==> config.mk <==
export PLATFORM = sky130hd
export DESIGN_NAME = mdu_top
export DESIGN_NICKNAME = d
export VERILOG_FILES = /design/src/core/mdu_pkg.sv /design/src/core/mdu_dp_if.sv /design/src/core/mdu_mul17.sv /design/src/core/mdu_div_step.sv /design/src/core/mdu_top.sv
export SDC_FILE = /design/constraint.sdc
export NUM_CORES = 1
export LEC_CHECK = 0
export ABC_AREA = 1
export BUFFER_PORTS_ARGS = -buffer_cell sky130_fd_sc_hd__buf_2
export CORE_UTILIZATION = 25
export CTS_CLUSTER_DIAMETER = 40
export CTS_CLUSTER_SIZE = 20
export DETAILED_ROUTE_END_ITERATION = 8
export PLACE_DENSITY = 0.52
export SLEW_MARGIN = 30
export SYNTH_ARGS = -nofsm -noshare
export SYNTH_HDL_FRONTEND = slang
export SYNTH_SLANG_ARGS = --single-unit
==> constraint.sdc <==
create_clock -name clk_in -period 15.8 [get_ports clk_in]
set_clock_uncertainty 0.05 [all_clocks]
set_input_delay 3.16 -clock clk_in [delete_from_list [all_inputs] [get_ports clk_in]]
set_output_delay 3.16 -clock clk_in [all_outputs]
set_load 0.05 [all_outputs]
==> src/core/mdu_pkg.sv <==
package mdu_pkg;

  // datapath widths
  localparam int WORD_W     = 16;
  localparam int LONG_W     = 32;
  localparam int MUL_IN_W   = 17;
  localparam int PROD_W     = 34;
  localparam int BYTE_W     = 8;
  localparam int LIT_W      = 5;
  localparam int ABS_ADDR_W = 13;
  localparam int CNT_W      = 5;
  localparam int IDX_W      = 4;
  localparam int PAIR_W     = 3;

  // repeat counts seen by the divider
  localparam logic [CNT_W-1:0] DIV_FIRST_COUNT = 5'h11;
  localparam logic [CNT_W-1:0] DIV_LAST_COUNT  = 5'h00;

  // destination pairs, index of the even register divided by two
  localparam logic [PAIR_W-1:0] PAIR_FORBIDDEN = 3'h7;
  localparam logic [PAIR_W-1:0] PAIR_FILE      = 3'h1;

  // fixed register numbers of divide results
  localparam logic [IDX_W-1:0] QUOT_IDX = 4'h0;
  localparam logic [IDX_W-1:0] REM_IDX  = 4'h1;

  typedef enum logic [2:0] {
    multiply_signed_signed,
    multiply_unsigned_unsigned,
    multiply_signed_by_unsigned,
    multiply_unsigned_by_signed,
    multiply_signed_literal,
    multiply_unsigned_literal,
    file_register_multiply_byte,
    file_register_multiply_word
  } mdu_mul_op_t;

  typedef enum logic [1:0] {
    divide_signed_long,
    divide_signed_word,
    divide_unsigned_long,
    divide_unsigned_word
  } mdu_div_op_t;

  // widen to the multiplier input, zero or sign fill
  function automatic logic [MUL_IN_W-1:0] ext17(input logic [WORD_W-1:0] v,
                                                 input logic sgn);
    return {sgn & v[WORD_W-1], v};
  endfunction

  // magnitude of a word, most negative value maps onto itself unsigned
  function automatic logic [WORD_W-1:0] mag16(input logic [WORD_W-1:0] v,
                                               input logic neg);
    return neg ? WORD_W'(-v) : v;
  endfunction

endpackage

==> src/core/mdu_dp_if.sv <==
`timescale 1ns/10ps
// operand and result wires between the control and the arithmetic
interface mdu_dp_if;
  logic [mdu_pkg::MUL_IN_W-1:0] mul_a;
  logic [mdu_pkg::MUL_IN_W-1:0] mul_b;
  logic [mdu_pkg::PROD_W-1:0]   mul_p;
  logic [mdu_pkg::WORD_W-1:0]   div_rem;
  logic [mdu_pkg::WORD_W-1:0]   div_quo;
  logic [mdu_pkg::WORD_W-1:0]   div_mag;
  logic [mdu_pkg::WORD_W-1:0]   div_rem_nx;
  logic [mdu_pkg::WORD_W-1:0]   div_quo_nx;

  modport ctrl (output mul_a, mul_b, div_rem, div_quo, div_mag,
                input  mul_p, div_rem_nx, div_quo_nx);
  modport mul  (input  mul_a, mul_b, output mul_p);
  modport div  (input  div_rem, div_quo, div_mag,
                output div_rem_nx, div_quo_nx);
endinterface

==> src/core/mdu_mul17.sv <==
`timescale 1ns/10ps
// single signed 17 x 17 multiplier shared by every multiply form
module mdu_mul17 (
  // operands and product
  mdu_dp_if.mul dp
);
  logic signed [mdu_pkg::MUL_IN_W-1:0] a_s;
  logic signed [mdu_pkg::MUL_IN_W-1:0] b_s;

  // extended operands always multiply as signed values
  assign a_s      = dp.mul_a;
  assign b_s      = dp.mul_b;
  assign dp.mul_p = a_s * b_s;
endmodule

==> src/core/mdu_div_step.sv <==
`timescale 1ns/10ps
// one restoring shift-subtract step, one quotient bit per call
module mdu_div_step (
  // partial remainder, quotient and divisor magnitude
  mdu_dp_if.div dp
);
  logic [mdu_pkg::WORD_W:0] trial;

  // remainder stays below divisor, so 17 bits of trial never overflow
  always_comb begin
    trial = {dp.div_rem, dp.div_quo[mdu_pkg::WORD_W-1]};
    if (trial >= {1'b0, dp.div_mag}) begin
      dp.div_rem_nx = mdu_pkg::WORD_W'(trial - {1'b0, dp.div_mag});
      dp.div_quo_nx = {dp.div_quo[mdu_pkg::WORD_W-2:0], 1'b1};
    end else begin
      dp.div_rem_nx = trial[mdu_pkg::WORD_W-1:0];
      dp.div_quo_nx = {dp.div_quo[mdu_pkg::WORD_W-2:0], 1'b0};
    end
  end
endmodule

==> src/core/mdu_top.sv <==
`timescale 1ns/10ps
// How it works
// - every product comes from one signed 17 by 17 multiplier
// - seventeenth bit is zero for unsigned, sign copy for signed operands
// - ss, uu, us, su word modes, word by 5-bit literal, byte by byte
// - 32-bit product goes to a chosen pair; the top pair is refused
// - pair is odd over even; high word odd, low word even
// - file multiply writes pair one; bytes touch only the even register
// - file multiply uses register two and a zero-extended 13-bit address
// - first operand from registers, second from data space or the 5-bit literal
// - product width is 32 bits with one or two sign bits if signed
// - all multiplies are integer, no fractional scaling
// - products written only as register-direct write enables
// - signed and unsigned long and word dividends by word divisor
// - quotient ends in register zero, remainder in register one
// - any register divisor, aligned pair as long dividend
// - eighteen steps for every form: one setup, sixteen steps of one quotient bit each, one sign fixup
// - repeat runs its target operand plus one times
// - state between steps lives in registers one, zero and n, c, z
// - steps may pause between iterations and resume from restored state
// - zero divisor traps after the first step completes
module mdu_top (
  // clock and reset
  input  wire logic                          clk_in,
  input  wire logic                          rst_in,
  // multiply request
  input  wire logic                          mul_req_in,
  input  wire mdu_pkg::mdu_mul_op_t          mul_op_in,
  input  wire logic [mdu_pkg::WORD_W-1:0]    mul_src_a_in,
  input  wire logic [mdu_pkg::WORD_W-1:0]    file_mul_low_in,
  input  wire logic [mdu_pkg::LIT_W-1:0]     mul_lit_in,
  input  wire logic [mdu_pkg::WORD_W-1:0]    mul_addr_in,
  input  wire logic [mdu_pkg::ABS_ADDR_W-1:0] file_addr_in,
  input  wire logic [mdu_pkg::PAIR_W-1:0]    mul_pair_in,
  // data space read
  output logic                               data_rd_out,
  output logic [mdu_pkg::WORD_W-1:0]         data_addr_out,
  input  wire logic [mdu_pkg::WORD_W-1:0]    data_in,
  // multiply write-back
  output logic [mdu_pkg::LONG_W-1:0]         prod_out,
  output logic                               wr_low_en_out,
  output logic                               wr_high_en_out,
  output logic [mdu_pkg::IDX_W-1:0]          wr_low_idx_out,
  output logic [mdu_pkg::IDX_W-1:0]          wr_high_idx_out,
  output logic                               mul_err_out,
  // divide step from the repeat sequencer
  input  wire logic                          div_step_in,
  input  wire mdu_pkg::mdu_div_op_t          div_op_in,
  input  wire logic [mdu_pkg::CNT_W-1:0]     loop_iteration_count_in,
  input  wire logic [mdu_pkg::WORD_W-1:0]    dividend_lo_in,
  input  wire logic [mdu_pkg::WORD_W-1:0]    dividend_hi_in,
  input  wire logic [mdu_pkg::WORD_W-1:0]    divisor_in,
  // context restore after an interrupt
  input  wire logic                          restore_in,
  input  wire logic [mdu_pkg::WORD_W-1:0]    restore_quot_in,
  input  wire logic [mdu_pkg::WORD_W-1:0]    restore_rem_in,
  input  wire logic                          restore_n_in,
  input  wire logic                          restore_c_in,
  input  wire logic                          restore_z_in,
  // divide results and flags
  output logic [mdu_pkg::WORD_W-1:0]         quotient_out,
  output logic [mdu_pkg::WORD_W-1:0]         remainder_out,
  output logic                               div_wr_out,
  output logic                               div_done_out,
  output logic                               div_trap_out,
  output logic                               flag_n_out,
  output logic                               flag_c_out,
  output logic                               flag_z_out
);
  mdu_dp_if dp ();

  mdu_mul17 u_mul (
    .dp (dp)
  );

  mdu_div_step u_step (
    .dp (dp)
  );

  // stage one: capture request and address data space
  mdu_pkg::mdu_mul_op_t            s1_op_reg, s1_op_next;
  logic                            s1_vld_reg, s1_vld_next;
  logic [mdu_pkg::WORD_W-1:0]      s1_a_reg, s1_a_next;
  logic [mdu_pkg::LIT_W-1:0]       s1_lit_reg, s1_lit_next;
  logic [mdu_pkg::PAIR_W-1:0]      s1_pair_reg, s1_pair_next;
  logic                            rd_reg, rd_next;
  logic [mdu_pkg::WORD_W-1:0]      addr_reg, addr_next;
  logic                            is_file;
  logic                            is_lit;

  always_comb begin
    is_file      = mul_op_in inside {mdu_pkg::file_register_multiply_byte,
                                     mdu_pkg::file_register_multiply_word};
    is_lit       = mul_op_in inside {mdu_pkg::multiply_signed_literal,
                                     mdu_pkg::multiply_unsigned_literal};
    s1_vld_next  = mul_req_in;
    s1_op_next   = mul_op_in;
    s1_lit_next  = mul_lit_in;
    s1_a_next    = is_file ? file_mul_low_in : mul_src_a_in;
    s1_pair_next = is_file ? mdu_pkg::PAIR_FILE : mul_pair_in;
    rd_next      = mul_req_in & ~is_lit;
    addr_next    = addr_reg;
    if (mul_req_in) begin
      addr_next = is_file ? {{(mdu_pkg::WORD_W-mdu_pkg::ABS_ADDR_W){1'b0}},
                             file_addr_in} : mul_addr_in;
    end
  end

  always_ff @(posedge clk_in) begin
    if (rst_in) begin
      s1_vld_reg  <= 1'b0;
      s1_op_reg   <= mdu_pkg::multiply_unsigned_unsigned;
      s1_a_reg    <= '0;
      s1_lit_reg  <= '0;
      s1_pair_reg <= '0;
      rd_reg      <= 1'b0;
      addr_reg    <= '0;
    end else begin
      s1_vld_reg  <= s1_vld_next;
      s1_op_reg   <= s1_op_next;
      s1_a_reg    <= s1_a_next;
      s1_lit_reg  <= s1_lit_next;
      s1_pair_reg <= s1_pair_next;
      rd_reg      <= rd_next;
      addr_reg    <= addr_next;
    end
  end

  // stage two: extend operands, multiply, register write-back
  logic                            a_sgn, b_sgn, byte_op;
  logic [mdu_pkg::WORD_W-1:0]      opa, opb;
  logic [mdu_pkg::LONG_W-1:0]      prod_reg, prod_next;
  logic                            wl_reg, wl_next, wh_reg, wh_next;
  logic [mdu_pkg::PAIR_W-1:0]      pair_reg, pair_next;
  logic                            err_reg, err_next;

  always_comb begin
    a_sgn   = 1'b0;
    b_sgn   = 1'b0;
    byte_op = 1'b0;
    opa     = s1_a_reg;
    opb     = data_in;
    unique case (s1_op_reg)
      mdu_pkg::multiply_signed_signed: begin
        a_sgn = 1'b1;
        b_sgn = 1'b1;
      end
      mdu_pkg::multiply_signed_by_unsigned: a_sgn = 1'b1;
      mdu_pkg::multiply_unsigned_by_signed: b_sgn = 1'b1;
      mdu_pkg::multiply_signed_literal: begin
        a_sgn = 1'b1;
        opb   = {{(mdu_pkg::WORD_W-mdu_pkg::LIT_W){1'b0}}, s1_lit_reg};
      end
      mdu_pkg::multiply_unsigned_literal:
        opb = {{(mdu_pkg::WORD_W-mdu_pkg::LIT_W){1'b0}}, s1_lit_reg};
      mdu_pkg::file_register_multiply_byte: begin
        byte_op = 1'b1;
        opa = {{mdu_pkg::BYTE_W{1'b0}}, s1_a_reg[mdu_pkg::BYTE_W-1:0]};
        opb = {{mdu_pkg::BYTE_W{1'b0}}, data_in[mdu_pkg::BYTE_W-1:0]};
      end
      mdu_pkg::multiply_unsigned_unsigned,
      mdu_pkg::file_register_multiply_word: ;
    endcase
    dp.mul_a  = mdu_pkg::ext17(opa, a_sgn);
    dp.mul_b  = mdu_pkg::ext17(opb, b_sgn);
    // integer product: low 32 bits, no fractional shift
    prod_next = dp.mul_p[mdu_pkg::LONG_W-1:0];
    pair_next = s1_pair_reg;
    err_next  = s1_vld_reg & (s1_pair_reg == mdu_pkg::PAIR_FORBIDDEN);
    wl_next   = s1_vld_reg & ~err_next;
    wh_next   = s1_vld_reg & ~err_next & ~byte_op;
  end

  always_ff @(posedge clk_in) begin
    if (rst_in) begin
      prod_reg <= '0;
      wl_reg   <= 1'b0;
      wh_reg   <= 1'b0;
      pair_reg <= '0;
      err_reg  <= 1'b0;
    end else begin
      prod_reg <= prod_next;
      wl_reg   <= wl_next;
      wh_reg   <= wh_next;
      pair_reg <= pair_next;
      err_reg  <= err_next;
    end
  end

  // divide: state kept in quotient and remainder registers plus flags
  logic [mdu_pkg::WORD_W-1:0]      quotient_reg, quotient_next;
  logic [mdu_pkg::WORD_W-1:0]      remainder_reg, remainder_next;
  logic                            n_reg, n_next, c_reg, c_next;
  logic                            z_reg, z_next;
  logic                            dwr_reg, dwr_next, done_reg, done_next;
  logic                            trap_reg, trap_next;
  logic                            d_sgn, d_long;
  logic [mdu_pkg::LONG_W-1:0]      dvd, dvd_mag;

  always_comb begin
    d_sgn  = div_op_in inside {mdu_pkg::divide_signed_long,
                               mdu_pkg::divide_signed_word};
    d_long = div_op_in inside {mdu_pkg::divide_signed_long,
                               mdu_pkg::divide_unsigned_long};
    // word dividends sign-extend if signed, zero-extend if unsigned, so one path serves both sizes
    dvd = d_long ? {dividend_hi_in, dividend_lo_in}
                 : {{mdu_pkg::WORD_W{d_sgn & dividend_lo_in[mdu_pkg::WORD_W-1]}},
                    dividend_lo_in};
    dvd_mag = (d_sgn & dvd[mdu_pkg::LONG_W-1]) ? mdu_pkg::LONG_W'(-dvd) : dvd;
    dp.div_rem = remainder_reg;
    dp.div_quo = quotient_reg;
    dp.div_mag = mdu_pkg::mag16(divisor_in,
                                d_sgn & divisor_in[mdu_pkg::WORD_W-1]);
    quotient_next  = quotient_reg;
    remainder_next = remainder_reg;
    n_next    = n_reg;
    c_next    = c_reg;
    z_next    = z_reg;
    dwr_next  = 1'b0;
    done_next = 1'b0;
    trap_next = 1'b0;
    if (restore_in) begin
      // resume after an interrupt from the saved context
      quotient_next  = restore_quot_in;
      remainder_next = restore_rem_in;
      n_next = restore_n_in;
      c_next = restore_c_in;
      z_next = restore_z_in;
    end else if (div_step_in) begin
      // the phase comes from the repeat count, not a private counter
      if (loop_iteration_count_in == mdu_pkg::DIV_FIRST_COUNT) begin
        if (divisor_in == '0) begin
          trap_next = 1'b1;
          c_next    = 1'b0;
        end else begin
          n_next = d_sgn & dvd[mdu_pkg::LONG_W-1];
          z_next = d_sgn & divisor_in[mdu_pkg::WORD_W-1];
          c_next = 1'b1; // divisor accepted, steps may run
          remainder_next = dvd_mag[mdu_pkg::LONG_W-1:mdu_pkg::WORD_W];
          quotient_next  = dvd_mag[mdu_pkg::WORD_W-1:0];
          dwr_next = 1'b1;
        end
      end else if (loop_iteration_count_in == mdu_pkg::DIV_LAST_COUNT) begin
        if (c_reg) begin
          quotient_next  = mdu_pkg::mag16(quotient_reg, n_reg ^ z_reg);
          remainder_next = mdu_pkg::mag16(remainder_reg, n_reg);
          dwr_next  = 1'b1;
          done_next = 1'b1;
        end
      end else if (c_reg) begin
        quotient_next  = dp.div_quo_nx;
        remainder_next = dp.div_rem_nx;
        dwr_next = 1'b1;
      end
    end
  end

  always_ff @(posedge clk_in) begin
    if (rst_in) begin
      quotient_reg  <= '0;
      remainder_reg <= '0;
      n_reg    <= 1'b0;
      c_reg    <= 1'b0;
      z_reg    <= 1'b0;
      dwr_reg  <= 1'b0;
      done_reg <= 1'b0;
      trap_reg <= 1'b0;
    end else begin
      quotient_reg  <= quotient_next;
      remainder_reg <= remainder_next;
      n_reg    <= n_next;
      c_reg    <= c_next;
      z_reg    <= z_next;
      dwr_reg  <= dwr_next;
      done_reg <= done_next;
      trap_reg <= trap_next;
    end
  end

  // outputs straight from flip-flops
  assign data_rd_out     = rd_reg;
  assign data_addr_out   = addr_reg;
  assign prod_out        = prod_reg;
  assign wr_low_en_out   = wl_reg;
  assign wr_high_en_out  = wh_reg;
  assign wr_low_idx_out  = {pair_reg, 1'b0};
  assign wr_high_idx_out = {pair_reg, 1'b1};
  assign mul_err_out     = err_reg;
  assign quotient_out    = quotient_reg;
  assign remainder_out   = remainder_reg;
  assign div_wr_out      = dwr_reg;
  assign div_done_out    = done_reg;
  assign div_trap_out    = trap_reg;
  assign flag_n_out      = n_reg;
  assign flag_c_out      = c_reg;
  assign flag_z_out      = z_reg;

  // checks
  property p_forbidden_pair;
    @(posedge clk_in) disable iff (rst_in)
    mul_req_in && !is_file && mul_pair_in == mdu_pkg::PAIR_FORBIDDEN
    |-> ##2 mul_err_out && !wr_low_en_out && !wr_high_en_out;
  endproperty
  a_forbidden_pair: assert property (p_forbidden_pair)
    else $error("product written to forbidden pair");

  property p_pair_aligned;
    @(posedge clk_in) disable iff (rst_in)
    wr_low_en_out |-> !wr_low_idx_out[0] &&
      wr_high_idx_out == (wr_low_idx_out | 4'h1);
  endproperty
  a_pair_aligned: assert property (p_pair_aligned)
    else $error("destination pair not odd over even");

  property p_file_byte;
    @(posedge clk_in) disable iff (rst_in)
    mul_req_in && mul_op_in == mdu_pkg::file_register_multiply_byte
    |-> ##2 wr_low_en_out && !wr_high_en_out &&
      wr_low_idx_out == 4'h2 && prod_out[31:16] == 16'h0000;
  endproperty
  a_file_byte: assert property (p_file_byte)
    else $error("byte file multiply wrote wrong registers");

  property p_file_addr;
    @(posedge clk_in) disable iff (rst_in)
    mul_req_in && is_file
    |=> data_rd_out && data_addr_out[15:13] == 3'h0 &&
      data_addr_out[12:0] == $past(file_addr_in);
  endproperty
  a_file_addr: assert property (p_file_addr)
    else $error("file multiply address not zero extended");

  property p_ss_product;
    @(posedge clk_in) disable iff (rst_in)
    mul_req_in && mul_op_in == mdu_pkg::multiply_signed_signed
    ##1 1'b1 |=> prod_out == 32'($signed($past(s1_a_reg, 1)) *
                                 $signed($past(data_in, 1)));
  endproperty
  a_ss_product: assert property (p_ss_product)
    else $error("signed product wrong");

  property p_uu_product;
    @(posedge clk_in) disable iff (rst_in)
    mul_req_in && mul_op_in == mdu_pkg::multiply_unsigned_unsigned
    ##1 1'b1 |=> prod_out == 32'($past(s1_a_reg, 1)) *
                             32'($past(data_in, 1));
  endproperty
  a_uu_product: assert property (p_uu_product)
    else $error("unsigned product wrong");

  property p_zero_trap;
    @(posedge clk_in) disable iff (rst_in)
    div_step_in && !restore_in && divisor_in == 16'h0000 &&
    loop_iteration_count_in == mdu_pkg::DIV_FIRST_COUNT
    |=> div_trap_out && !flag_c_out && !div_wr_out;
  endproperty
  a_zero_trap: assert property (p_zero_trap)
    else $error("zero divisor did not trap");

  property p_done_count;
    @(posedge clk_in) disable iff (rst_in)
    div_done_out |-> $past(loop_iteration_count_in) == 5'h00 &&
      $past(div_step_in) && div_wr_out;
  endproperty
  a_done_count: assert property (p_done_count)
    else $error("divide finished off the last count");

  property p_rem_sign;
    @(posedge clk_in) disable iff (rst_in)
    div_done_out && remainder_out != 16'h0000 && flag_z_out == 1'b0
    |-> remainder_out[15] == flag_n_out || remainder_out == 16'h8000;
  endproperty
  a_rem_sign: assert property (p_rem_sign)
    else $error("remainder sign differs from dividend");

endmodule

# --- Word-level counts from Yosys, hierarchy flattened ---
# Index checks and enable logic that the tools add are counted.
word_totals:
  ff_bits: 121
  wordCells: 127
  input_bits: 183
op_classes:
  n_mux: 44
  eq_ne: 17
  n_bitwise: 16
  n_mul: 1
  reduce_logical: 22
  n_lt_le_gt_ge: 1
  n_addsub: 5
op_table:
  columns: ["op", "count"]
  rows:
  - ["16-bit 2-to-1 mux", 21]
  - ["32-bit 2-to-1 mux", 2]
  - ["16-bit negator", 3]
  - ["17-bit by 17-bit multiplier with 32-bit output", 1]
  - ["32-bit negator", 1]
  - ["16-bit case mux with 2 select lines", 1]
  - ["3-bit equality test, second input constant", 8]
  - ["1-bit 2-to-1 mux", 20]
  - ["17-bit by 16-bit greater-or-equal comparator with 1-bit output", 1]
  - ["16-bit zero test", 1]
  - ["16-bit subtractor", 1]
  - ["2-bit nonzero test", 6]
  - ["1-bit AND", 9]
  - ["4-bit AND reduction", 2]
  - ["3-bit by 2-bit equality test with 1-bit output, second input constant", 2]
  - ["1-bit NOT", 6]
  - ["2-bit OR reduction", 3]
  - ["3-bit OR reduction", 2]
  - ["5-bit equality test, second input constant", 1]
  - ["5-bit zero test", 1]
  - ["5-bit OR reduction", 1]
  - ["4-bit by 3-bit != test with 1-bit output, second input constant", 1]
  - ["4-bit != test, second input constant", 1]
  - ["4-bit OR reduction", 1]
  - ["other kinds (10)", 10]

# --- Logic depth before layout (Yosys ltp) ---
# Gate-level depths: netlist of run 1.
depth:
  word_depth: 11
  ltp_mapped: 32
  ltp_nobuf: 32

# --- By module ---
# Synthesis of run 1 repeated with hierarchy kept, for this count alone.
unflattened:
  hier_cells: 3149
  hier_area_um2: 21094.0
by_module_without_submodules:
  columns: ["module", "seq_area_each_um2", "area_per_inst_um2", "cells_each", "instances"]
  rows:
  - ["mdu_mul17", 0.0, 12070.3, 1647, 1]
  - ["mdu_top", 2422.3, 7556.0, 1218, 1]
  - ["mdu_div_step", 0.0, 1467.7, 284, 1]

# --- Least setup slack after synthesis of run 1 ---
# OpenSTA, ideal clock, no wires.
synth_path:
  kind: "input -> register"
  from: "input data_in[3] in the netlist's numbering"
  to: "register prod_reg, in the netlist prod_out[22]"
  cell_stages: 23
  slack_ns: 7.215
  required_ns: 15.627
  arrival_ns: 8.413
  setup_ns: 0.123
  cell_sequence: "or2_2 -> o21ai_2 -> clkinv_1 -> nand2_1 -> fa_1 -> fa_1 -> fa_1 -> fa_1 -> inv_1 -> fa_1 -> inv_1 -> fa_1 -> inv_1 -> ha_1 -> nand2_1 -> nor2_1 -> inv_1 -> nor3_1 -> a21oi_1 -> o21bai_1 -> a21boi_0 -> o21ai_0 -> a21oi_1"
synth_via:
  elab_chain_len: 2
synth_lines:
  columns: ["item", "line_no", "rtl"]
  rows:
  - ["start, declared", "mdu_top.sv:38", "input wire logic [mdu_pkg::WORD_W-1:0] data_in,"]
  - ["16-bit case mux with 2 select lines", "mdu_top.sv:143", "unique case (s1_op_reg)"]
  - ["17-bit by 17-bit multiplier with 32-bit output", "mdu_mul17.sv:13", "assign dp.mul_p = a_s * b_s;"]
  - ["end signal, assigned", "mdu_top.sv:182", "prod_reg <= prod_next;"]
  - ["end, declared", "mdu_top.sv:132", "logic [mdu_pkg::LONG_W-1:0] prod_reg, prod_next;"]
# Every way passes these cells.
# A chain may end at the register's enable or synchronous reset.

# --- Final worst setup path of run 1 ---
layout_path:
  from: "input data_in[15] in the netlist's numbering"
  to: "register prod_reg, in the netlist prod_out[27]"
layout_via:
  elab_chain_len: 3
layout_lines:
  columns: ["item", "line_no", "rtl"]
  rows:
  - ["16-bit case mux with 2 select lines *", "mdu_top.sv:143", null]
  - ["1-bit AND", "mdu_pkg.sv:48", "return {sgn & v[WORD_W-1], v};"]
  - ["17-bit by 17-bit multiplier with 32-bit output *", "mdu_mul17.sv:13", null]
# Every way passes the cells marked *; elsewhere a longest branch is shown, timed or not.

==> impl_metrics.yaml, run 1 <==
outcome:
  outcome: "finished, final reports clean"
timing:
  period_minus_slack_ns: 9.08
  max_freq_mhz: 110
  grt_setup_unrepaired: "false"
  fin_tns_setup_ns: 0
  fin_hold_ws_ns: 0.380
  slew_headroom_pct: 40.8
  finalSetupViolCount: 0
  worstMarginPinSlew_ns: 0.885
  drv_slew: 0
  fin_crit_sh_pct: 57.5
  hold_viol: 0
detailed_routing:
  routed_via_density: 4.52
  drtIter0Drc: 1082
  wirelength_mm: 66.6
  wl_per_cell_um: 17.0
  ant_nets: 0
  drt_pass1_iterations: 5
  vias: 17800
  drcViolationCount: 0
finish:
  area_growth_pct: 15.6
  final_nets: 3513
  stdcell_area_um2: 22000
  layout-drive-gt1-share_pct: 12.1
  largest_register_ffs: 32
floorplanning:
  rows: 100
  initial_core_util_pct: 25.4
  io_pins: 281
  coreArea_um2: 74800
  dieArea_um2: 77100
  die_w_um: 278
  die_h_um: 278
placement:
  hpwl_mm: 55.7
  portBuffers: 278
  place_congestion: 0.954
  postPlaceCellArea_um2: 21300
min_path:
  hold_path_class: "reg2reg"
power:
  p_per_area_nw_per_um2: 128
  seq_power_share_pct: 14.5
  p_int_uw: 1280
  p_clk_share_pct: 16.4
  power_switching_uw: 1530
  p_sw_share_pct: 54.5
  combPwrFrac_pct: 69.1
  leakage_uw: 0.0115
  ir_drop_mv: 0.123
cts:
  clock_latency_ns: 0.49
  path_clk_slew_ns: 0.06
  cts_htree_levels: 4
  numCtsBuffers: 17
  clkSinkCount: 121
  cts-root-buf: "clkbuf_16"
  cts_tree: "done"
  cts_resized: 0
  cts_hold_buf: 0
  cts_setup_buffers: 0
  clockBufferDepth: 2
yosys:
  synth-seq-cells: 121
  synthesis.area_um2: 19000
  synthCells: 2716
  synth_area_per_cell_um2: 6.99
  ys_async_sr_fraction_pct: 0
  yosysSeqAreaShare_pct: 12.8
  ys_warn_count: 0
  synth_nets: 3284
  ys.flop_type: "dfxtp_1"
  synth_edf_count: 0
  ys_types: 53
grt:
  grt.total_usage_pct: 17.5
  grt_pass1_wl_mm: 104
  grt_pass1_vias: 17700
  grt_max_degree: 58
  grt.overflow.total: 0
  grt_antenna_before_repair: 3
job:
  drv_cap: 0
setup_path:
  worst-path-buf-inv: 6
  critPathMaxStageDelay_ns: 0.58
  worst-path-stages: 26
  crit-reg2reg-launch: "s1_op_reg[2]"
  cp-start-kind: "primary input"
  rrSetupSlack_ns: 8.40
  reg2reg_to: "prod_out[27]"
  crit_path_frequent_cell: "nand2_1"
  critPathArrivalTime_ns: 9.45
  endpoint_kind: "register"
  worstRegToRegCells: 31
  cp-endpoint: "prod_out[27]"
  cp_slowest_cell: "fa_1"
  cp.required_ns: 16.17
  path_delay_family: "adder cells"
  worstSetupStartpoint: "data_in[15]"
  crit_type: "in2reg"
  path_max_fanout: 13
[Yosys cell counts, types with 10 or more instances]
master | count | area share [%]
nand2_1 | 570 | 11
inv_1 | 568 | 11
nor2_1 | 385 | 7.6
fa_1 | 283 | 30
nand3_1 | 159 | 4.2
a21oi_1 | 125 | 3.3
dfxtp_1 | 121 | 13
o21ai_0 | 108 | 2.8
ha_1 | 102 | 6.7
clkbuf_1 | 48 | 0.95
xor2_1 | 26 | 1.2
nor3_1 | 23 | 0.61
nand4_1 | 21 | 0.69
xnor2_1 | 20 | 0.92
o211ai_1 | 18 | 0.71
buf_4 | 11 | 0.43
buf_2 | 10 | 0.26
or2_2 | 10 | 0.33
[worst register-to-register path: cells and delay by family (launching register included)]
family	cells	cell delay (ns)
fa+ha+maj	7	3.37
simple gates	14	2.33
buf+inv	9	0.98
flops	1	0.41
compound gates	1	0.16
[power groups by stage]
| stage | Combinational (uW) | Clock, uW | Sequential, uW |
|---|---|---|---|
| 2_1_floorplan | 1240 | 0 | 529 |
| 3_3_place_gp | 1940 | 0 | 415 |
| 3_5_place_dp | 1930 | 0 | 414 |
| 4_1_cts | 1950 | 477 | 408 |
| 5_1_grt | 2200 | 487 | 411 |
| 6_report | 1940 | 461 | 406 |
[layer usage]
metal	wire length, um	track usage [%]	share of wire (%)	vias to the layer above
met3	3610	3.34	5.4	69
met4	1550	5.06	2.3	4
li1	-	-	-	8721
met2	32700	30.2	49	482
met1	28700	22.2	43	8498
met5	18	0	0.027	-
[cell families after synthesis]
logic type	count (synthesis)	synth area share [%]
compound gates	304	8.91
buf+inv	661	13.6
mux	2	0.105
xor+xnor	46	2.12
simple gates	1195	25.9
other cells	2	0.0395
fa+ha+maj	385	36.6
flops	121	12.8
[area by class of cell]
class / instances / area [um2]
sequential: 121 / 2420
antenna: 1 / 2.50
timing repair buffer: 289 / 1470
tap: 969 / 1210
multi-input combinational: 1934 / 14000
clock inverter: 14 / 221
inverter: 582 / 2180
fill: 8244 / 52900
clock buffer: 18 / 439
[stage by stage]
step           total power [uW]  setup WS [ns]  util (%)  cells
2_1_floorplan              1770           7.21         -   2716
3_3_place_gp               2360           6.34      28.4   3895
3_5_place_dp               2340           6.20      28.5   3895
4_1_cts                    2840           6.74      29.3   3927
5_1_grt                    3100           6.28      29.3   3927
6_report                   2810           6.72      29.3   3928
[cell usage in the layout, fill, tap and decap left out, types with 10 or more instances in the layout]
cell / count
a21oi_1: 125
nor3_1: 23
buf_4: 11
xor2_1: 26
clkinv_1: 10
nand2_1: 570
inv_1: 565
nand3_1: 159
nor2_1: 385
buf_2: 278
xnor2_1: 20
nand4_1: 21
fa_1: 283
dfxtp_1: 121
o21ai_0: 108
o211ai_1: 18
clkbuf_16: 17
or2_2: 10
ha_1: 102
[worst min-delay path by stage]
stage / start / end / slack [ns] / cells past startpoint
after floorplan: pair_next[2] / pair_reg[2] / 0.36 / 2
after global placement: pair_next[2] / pair_reg[2] / 0.37 / 2
after detailed placement: pair_next[2] / pair_reg[2] / 0.37 / 2
after CTS: pair_next[2] / pair_reg[2] / 0.38 / 2
after global routing: pair_next[2] / pair_reg[2] / 0.40 / 2
final: pair_next[2] / pair_reg[2] / 0.38 / 2
No activity file was read; power rests on OpenSTA's default activity.
==> inputs of run 2 (changes only) <==
- ABC_AREA: 1 -> 0
- PLACE_DENSITY: 0.52 -> 0.53
- clock period: 15.8 -> 9.2 ns (I/O delays scaled with it)
==> impl_metrics.yaml, run 2 <==
floorplanning:
  io_pins: 281
  dieArea_um2: 73900
  die_w_um: 272
  coreArea_um2: 71700
  initial_core_util_pct: 25.4
  die_h_um: 272
  rows: 98
finish:
  fin_util_pct: 29.4
  largest_register_ffs: 32
  layout_common_cells: "348 x inv_1, 283 x nand2_1, 283 x fa_1"
  layout_commonest_cell: "inv_1"
  area_growth_pct: 16.0
  layout-drive-gt1-share_pct: 15.5
  final_nets: 2964
cts:
  cts_tree: "done"
  clock_latency_ns: 0.49
  cts_hold_buf: 0
  cts_setup_buffers: 0
  path_clk_slew_ns: 0.07
  cts-root-buf: "clkbuf_16"
  numCtsBuffers: 17
  clockBufferDepth: 2
  clkSinkCount: 121
  cts_resized: 0
  cts_htree_levels: 4
yosys:
  ys_warn_count: 0
  synth-seq-cells: 121
  ys_types: 79
  synthCells: 2189
  yosys-top-cells-count: "348 x inv_1, 284 x nand2_1, 283 x fa_1"
  synth_nets: 2757
  synthDominantCellAreaShare_pct: 31.1
  synth_edf_count: 0
  synth.most_common_cell: "inv_1"
  ys.flop_type: "dfxtp_1"
  synth_area_per_cell_um2: 8.32
  synthesis.area_um2: 18200
  ys_async_sr_fraction_pct: 0
  synthTopCellsByArea: "fa_1 31%, dfxtp_1 13%, inv_1 7.2%"
  yosys.area.top_type: "fa_1"
  yosysSeqAreaShare_pct: 13.3
job:
  drv_cap: 0
timing:
  period_minus_slack_ns: 8.27
  fin_tns_setup_ns: 0
  finalSetupViolCount: 0
  fin_hold_ws_ns: 0.426
  drv_slew: 0
  max_freq_mhz: 121
  worstMarginPinSlew_ns: 0.907
  fin_crit_sh_pct: 89.9
  slew_headroom_pct: 39.4
  layout_setup_ws_ns: 0.926
  hold_viol: 0
  grt_setup_unrepaired: "false"
placement:
  place_congestion: 0.911
  place_ws_ns: 0.536
  portBuffers: 278
  hpwl_mm: 53.7
setup_path:
  cp.required_ns: 9.52
  crit_type: "in2reg"
  worst-path-buf-inv: 6
  worstPathCellList: "buf_2 -> mux2_2 -> nand2_1 -> inv_1 -> fa_1 -> inv_1 -> fa_1 -> inv_1 -> fa_1 -> fa_1 -> fa_1 -> inv_1 -> fa_1 -> inv_1 -> ha_1 -> nand4_1 -> nor2_1 -> nand3_1 -> a311oi_1 -> nor2_1 -> o21ai_0 -> a21oi_1 -> or4_1"
  critPathArrivalTime_ns: 8.59
  cp_slowest_cell: "a311oi_1"
  critPathMaxStageDelay_ns: 0.67
  cp-start-kind: "primary input"
  endpoint_kind: "register"
  path_delay_family: "adder cells"
  crit_path_frequent_cell: "fa_1"
  path_max_fanout: 17
grt:
  grt_pass1_wl_mm: 101
  grt_max_degree: 58
  grt_pass1_vias: 16200
  grt.overflow.total: 0
  grt.total_usage_pct: 18.1
  grt_antenna_before_repair: 10
detailed_routing:
  drt_pass1_iterations: 5
  routed_via_density: 4.76
  wl_per_cell_um: 19.6
  drcViolationCount: 0
  vias: 16000
  ant_nets: 0
  drtIter0Drc: 1145
  wirelength_mm: 66.0
power:
  leakage_uw: 0.0103
  p_per_area_nw_per_um2: 192
  ir_drop_mv: 0.159
outcome:
  outcome: "finished, final reports clean"
min_path:
  hold_path_class: "reg2reg"
-- run 2: cell count changes after synthesis, moves of 46 or more --
cell	change
inv_1	-220
clkbuf_1	+46
nor2_1	-239
and3_1	+83
nand2_1	-286
nand3_1	-142
-- run 2: layout make-up --
class | count | area, um2
Tap cell | 950 | 1190
Clock inverter | 15 | 154
Multi-Input combinational cell | 1603 | 14000
Timing Repair Buffer | 304 | 1590
Sequential cell | 121 | 2420
Inverter | 349 | 1310
Fill cell | 7795 | 50600
Antenna cell | 2 | 5.00
Clock buffer | 17 | 425
-- run 2: cells by family after synthesis --
kind of cell               count (synthesis)  synth area share, %
muxes                                     26                 1.51
and+or+nand+nor                          723                 19.1
other                                      2               0.0412
DFF                                      121                 13.3
xor gates and xnor gates                 103                 4.95
AOI/OAI and AO/OA                        364                 13.1
buffers and inverters                    465                 9.82
adders and majority gates                385                 38.1
-- run 2: power by group --
| group | internal, uW | switching, uW | leakage, uW |
|---|---|---|---|
| registers | 606 | 78.1 | 0.00100 |
| logic | 949 | 1710 | 0.00902 |
| clock network | 382 | 342 | 0.000282 |
-- run 2: metal layers --
layer	GRT usage (%)	share of wire [%]	up-vias
met2	29.6	47	534
met3	3.61	6.3	65
met1	24.3	45	7886
met5	0	0.061	-
li1	-	-	7504
met4	4.57	1.8	6
-- run 2: path summary, 6_finish.rpt --
path,endpoint,slack [ns],startpoint,cells past startpoint
worst min-delay path,data_addr_out[13],0.43,data_addr_out[13],2
worst max register to register,prod_out[29],1.07,s1_op_reg[1],23
worst min register to register,data_addr_out[13],0.43,data_addr_out[13],2
worst max-delay path,prod_out[29],0.93,data_in[2],23
-- run 2: worst reg2reg max path: stages, from the launching register on --
cell      delay [ns]
dfxtp_1         0.47
nand2b_1        0.54
buf_4           0.32
mux2_2          0.51
and2_1          0.23
fa_1            0.59
inv_1           0.14
fa_1            0.49
inv_1           0.05
fa_1            0.49
fa_1            0.52
fa_1            0.50
inv_1           0.05
fa_1            0.47
inv_1           0.04
ha_1            0.35
nand4_1         0.15
nor2_1          0.21
nand3_1         0.10
a311oi_1        0.67
nor2_1          0.15
o21ai_0         0.31
a21oi_1         0.11
or4_1           0.52
-- run 2: through the flow --
step,area [um2],std cells,total power (uW)
after floorplan,18200,2189,2530
after global placement,20500,3327,3370
after detailed placement,20500,3327,3350
after CTS,21100,3359,4110
after global routing,21100,3360,4410
final,21100,3361,4060
==> inputs of run 3 (changes only) <==
- CAP_MARGIN: unset -> 20
- PLACE_DENSITY: 0.53 -> unset
==> impl_metrics.yaml, run 3 (synthesized netlist as in run 2, its figures left out) <==
grt:
  met3_usage_pct: 3.69
  grt_pass1_wl_mm: 97.8
  grtUsageMet2_pct: 28.3
  grt.overflow.total: 0
  grt_pass1_vias: 16100
  grt_antenna_before_repair: 10
  grt_max_degree: 58
  use_met1_pct: 23.2
  gr-max-usage-layer: "met2"
  grt.total_usage_pct: 17.4
finish:
  multi_input_area_um2: 14000
  fin_cells: 3354
  layout_commonest_cell: "inv_1"
  layout_common_cells: "348 x inv_1, 284 x nand2_1, 283 x fa_1"
  largest_register_ffs: 32
  fill_cells: 7728
  layout-drive-gt1-share_pct: 15.1
  register_area_um2: 2420
  stdcell_area_um2: 21100
  final_nets: 2957
  area_growth_pct: 15.8
cts:
  numCtsBuffers: 17
  cts_hold_buf: 0
  cts_setup_buffers: 0
  cts_tree: "done"
  cts_resized: 0
  cts_htree_levels: 4
  clock_latency_ns: 0.50
  cts-root-buf: "clkbuf_16"
  path_clk_slew_ns: 0.06
  clockBufferDepth: 2
  clkSinkCount: 121
detailed_routing:
  routed_via_density: 4.80
  drt_pass1_iterations: 9
  wl_per_cell_um: 18.9
  wirelength_mm: 63.3
  ant_nets: 0
  drtIter0Drc: 1449
  drcViolationCount: 0
  vias: 16100
floorplanning:
  dieArea_um2: 73900
  die_w_um: 272
  rows: 98
  io_pins: 281
  die_h_um: 272
  coreArea_um2: 71700
  initial_core_util_pct: 25.4
timing:
  slew_headroom_pct: 33.7
  drv_slew: 0
  hold_viol: 0
  period_minus_slack_ns: 8.15
  fin_crit_sh_pct: 88.6
  finalSetupViolCount: 0
  max_freq_mhz: 123
  grt_setup_unrepaired: "false"
  worstMarginPinSlew_ns: 0.993
  fin_tns_setup_ns: 0
  layout_setup_ws_ns: 1.05
placement:
  postPlaceCellArea_um2: 20500
  place_congestion: 0.911
  hpwl_mm: 51.5
  portBuffers: 278
  placedCellCount: 3320
  place_ws_ns: 0.623
power:
  leakage_uw: 0.0103
  p_per_area_nw_per_um2: 193
  ir_drop_mv: 0.149
setup_path:
  worst-path-buf-inv: 6
  critPathMaxStageDelay_ns: 0.66
  cp_slowest_cell: "fa_1"
  path_max_fanout: 17
  cp.required_ns: 9.51
  path_delay_family: "adder cells"
  rrSetupSlack_ns: 1.33
  critPathArrivalTime_ns: 8.46
  crit_type: "in2reg"
  worstPathCellList: "buf_2 -> mux2_2 -> nand2_1 -> inv_1 -> fa_1 -> inv_1 -> fa_1 -> inv_1 -> fa_1 -> fa_1 -> fa_1 -> inv_1 -> fa_1 -> inv_1 -> ha_1 -> nand4_1 -> nor2_1 -> nand3_1 -> a311oi_1 -> nor2_1 -> o21ai_0 -> a21oi_1 -> or4_1"
  cp-start-kind: "primary input"
  endpoint_kind: "register"
  crit_path_frequent_cell: "fa_1"
outcome:
  outcome: "finished, final reports clean"
job:
  drv_cap: 0
min_path:
  hold_path_class: "reg2reg"
[run 3: worst reg2reg max path: stages, from the launching register on]
cell      delay, ns
dfxtp_1        0.45
nand2_1        0.08
nand2_1        0.44
buf_4          0.33
and2_1         0.57
nand2_1        0.16
fa_1           0.51
inv_1          0.05
fa_1           0.51
inv_1          0.06
fa_1           0.53
inv_1          0.05
fa_1           0.45
fa_1           0.49
inv_1          0.05
fa_1           0.48
inv_1          0.05
ha_1           0.31
and2_0         0.39
nand3_1        0.13
a311oi_1       0.55
nor2_1         0.14
o21ai_0        0.30
a21oi_1        0.11
or4_1          0.51
[run 3: final timing paths]
path | startpoint | end | cells after the start
worst max-delay path | data_in[2] | prod_out[29] | 23
worst min-delay path | data_addr_out[13] | data_addr_out[13] | 2
worst max register to register | s1_op_reg[1] | prod_out[29] | 24
worst min register to register | data_addr_out[13] | data_addr_out[13] | 2
[run 3: power breakdown]
part           internal (uW)  switching (uW)  leakage (uW)
sequential               607            83.2       0.00100
clock                    386             335      0.000291
combinational            945            1710       0.00898
[run 3: cell type report]
type	count	share of cell area, %
Antenna cell	2	0.0237
Timing Repair Buffer	297	7.29
Tap cell	950	5.64
Clock inverter	15	0.825
Sequential cell	121	11.5
Multi-Input combinational cell	1603	66.5
Inverter	349	6.22
Clock buffer	17	2.02
[run 3: stage by stage]
stage | hold slack [ns] | util, % | power [uW]
CTS | 0.422 | 29.4 | 4110
detailed placement | 0.412 | 28.5 | 3350
global placement | 0.406 | 28.5 | 3360
global route | 0.457 | 29.4 | 4430
floorplan | 0.402 | - | 2530
finish | 0.420 | 29.4 | 4070
[run 3: per-layer routing]
metal	share of wire (%)	wire length [um]
met1	44	27700
met2	46	29400
met3	7.6	4840
met4	2.1	1300
met5	0.021	13
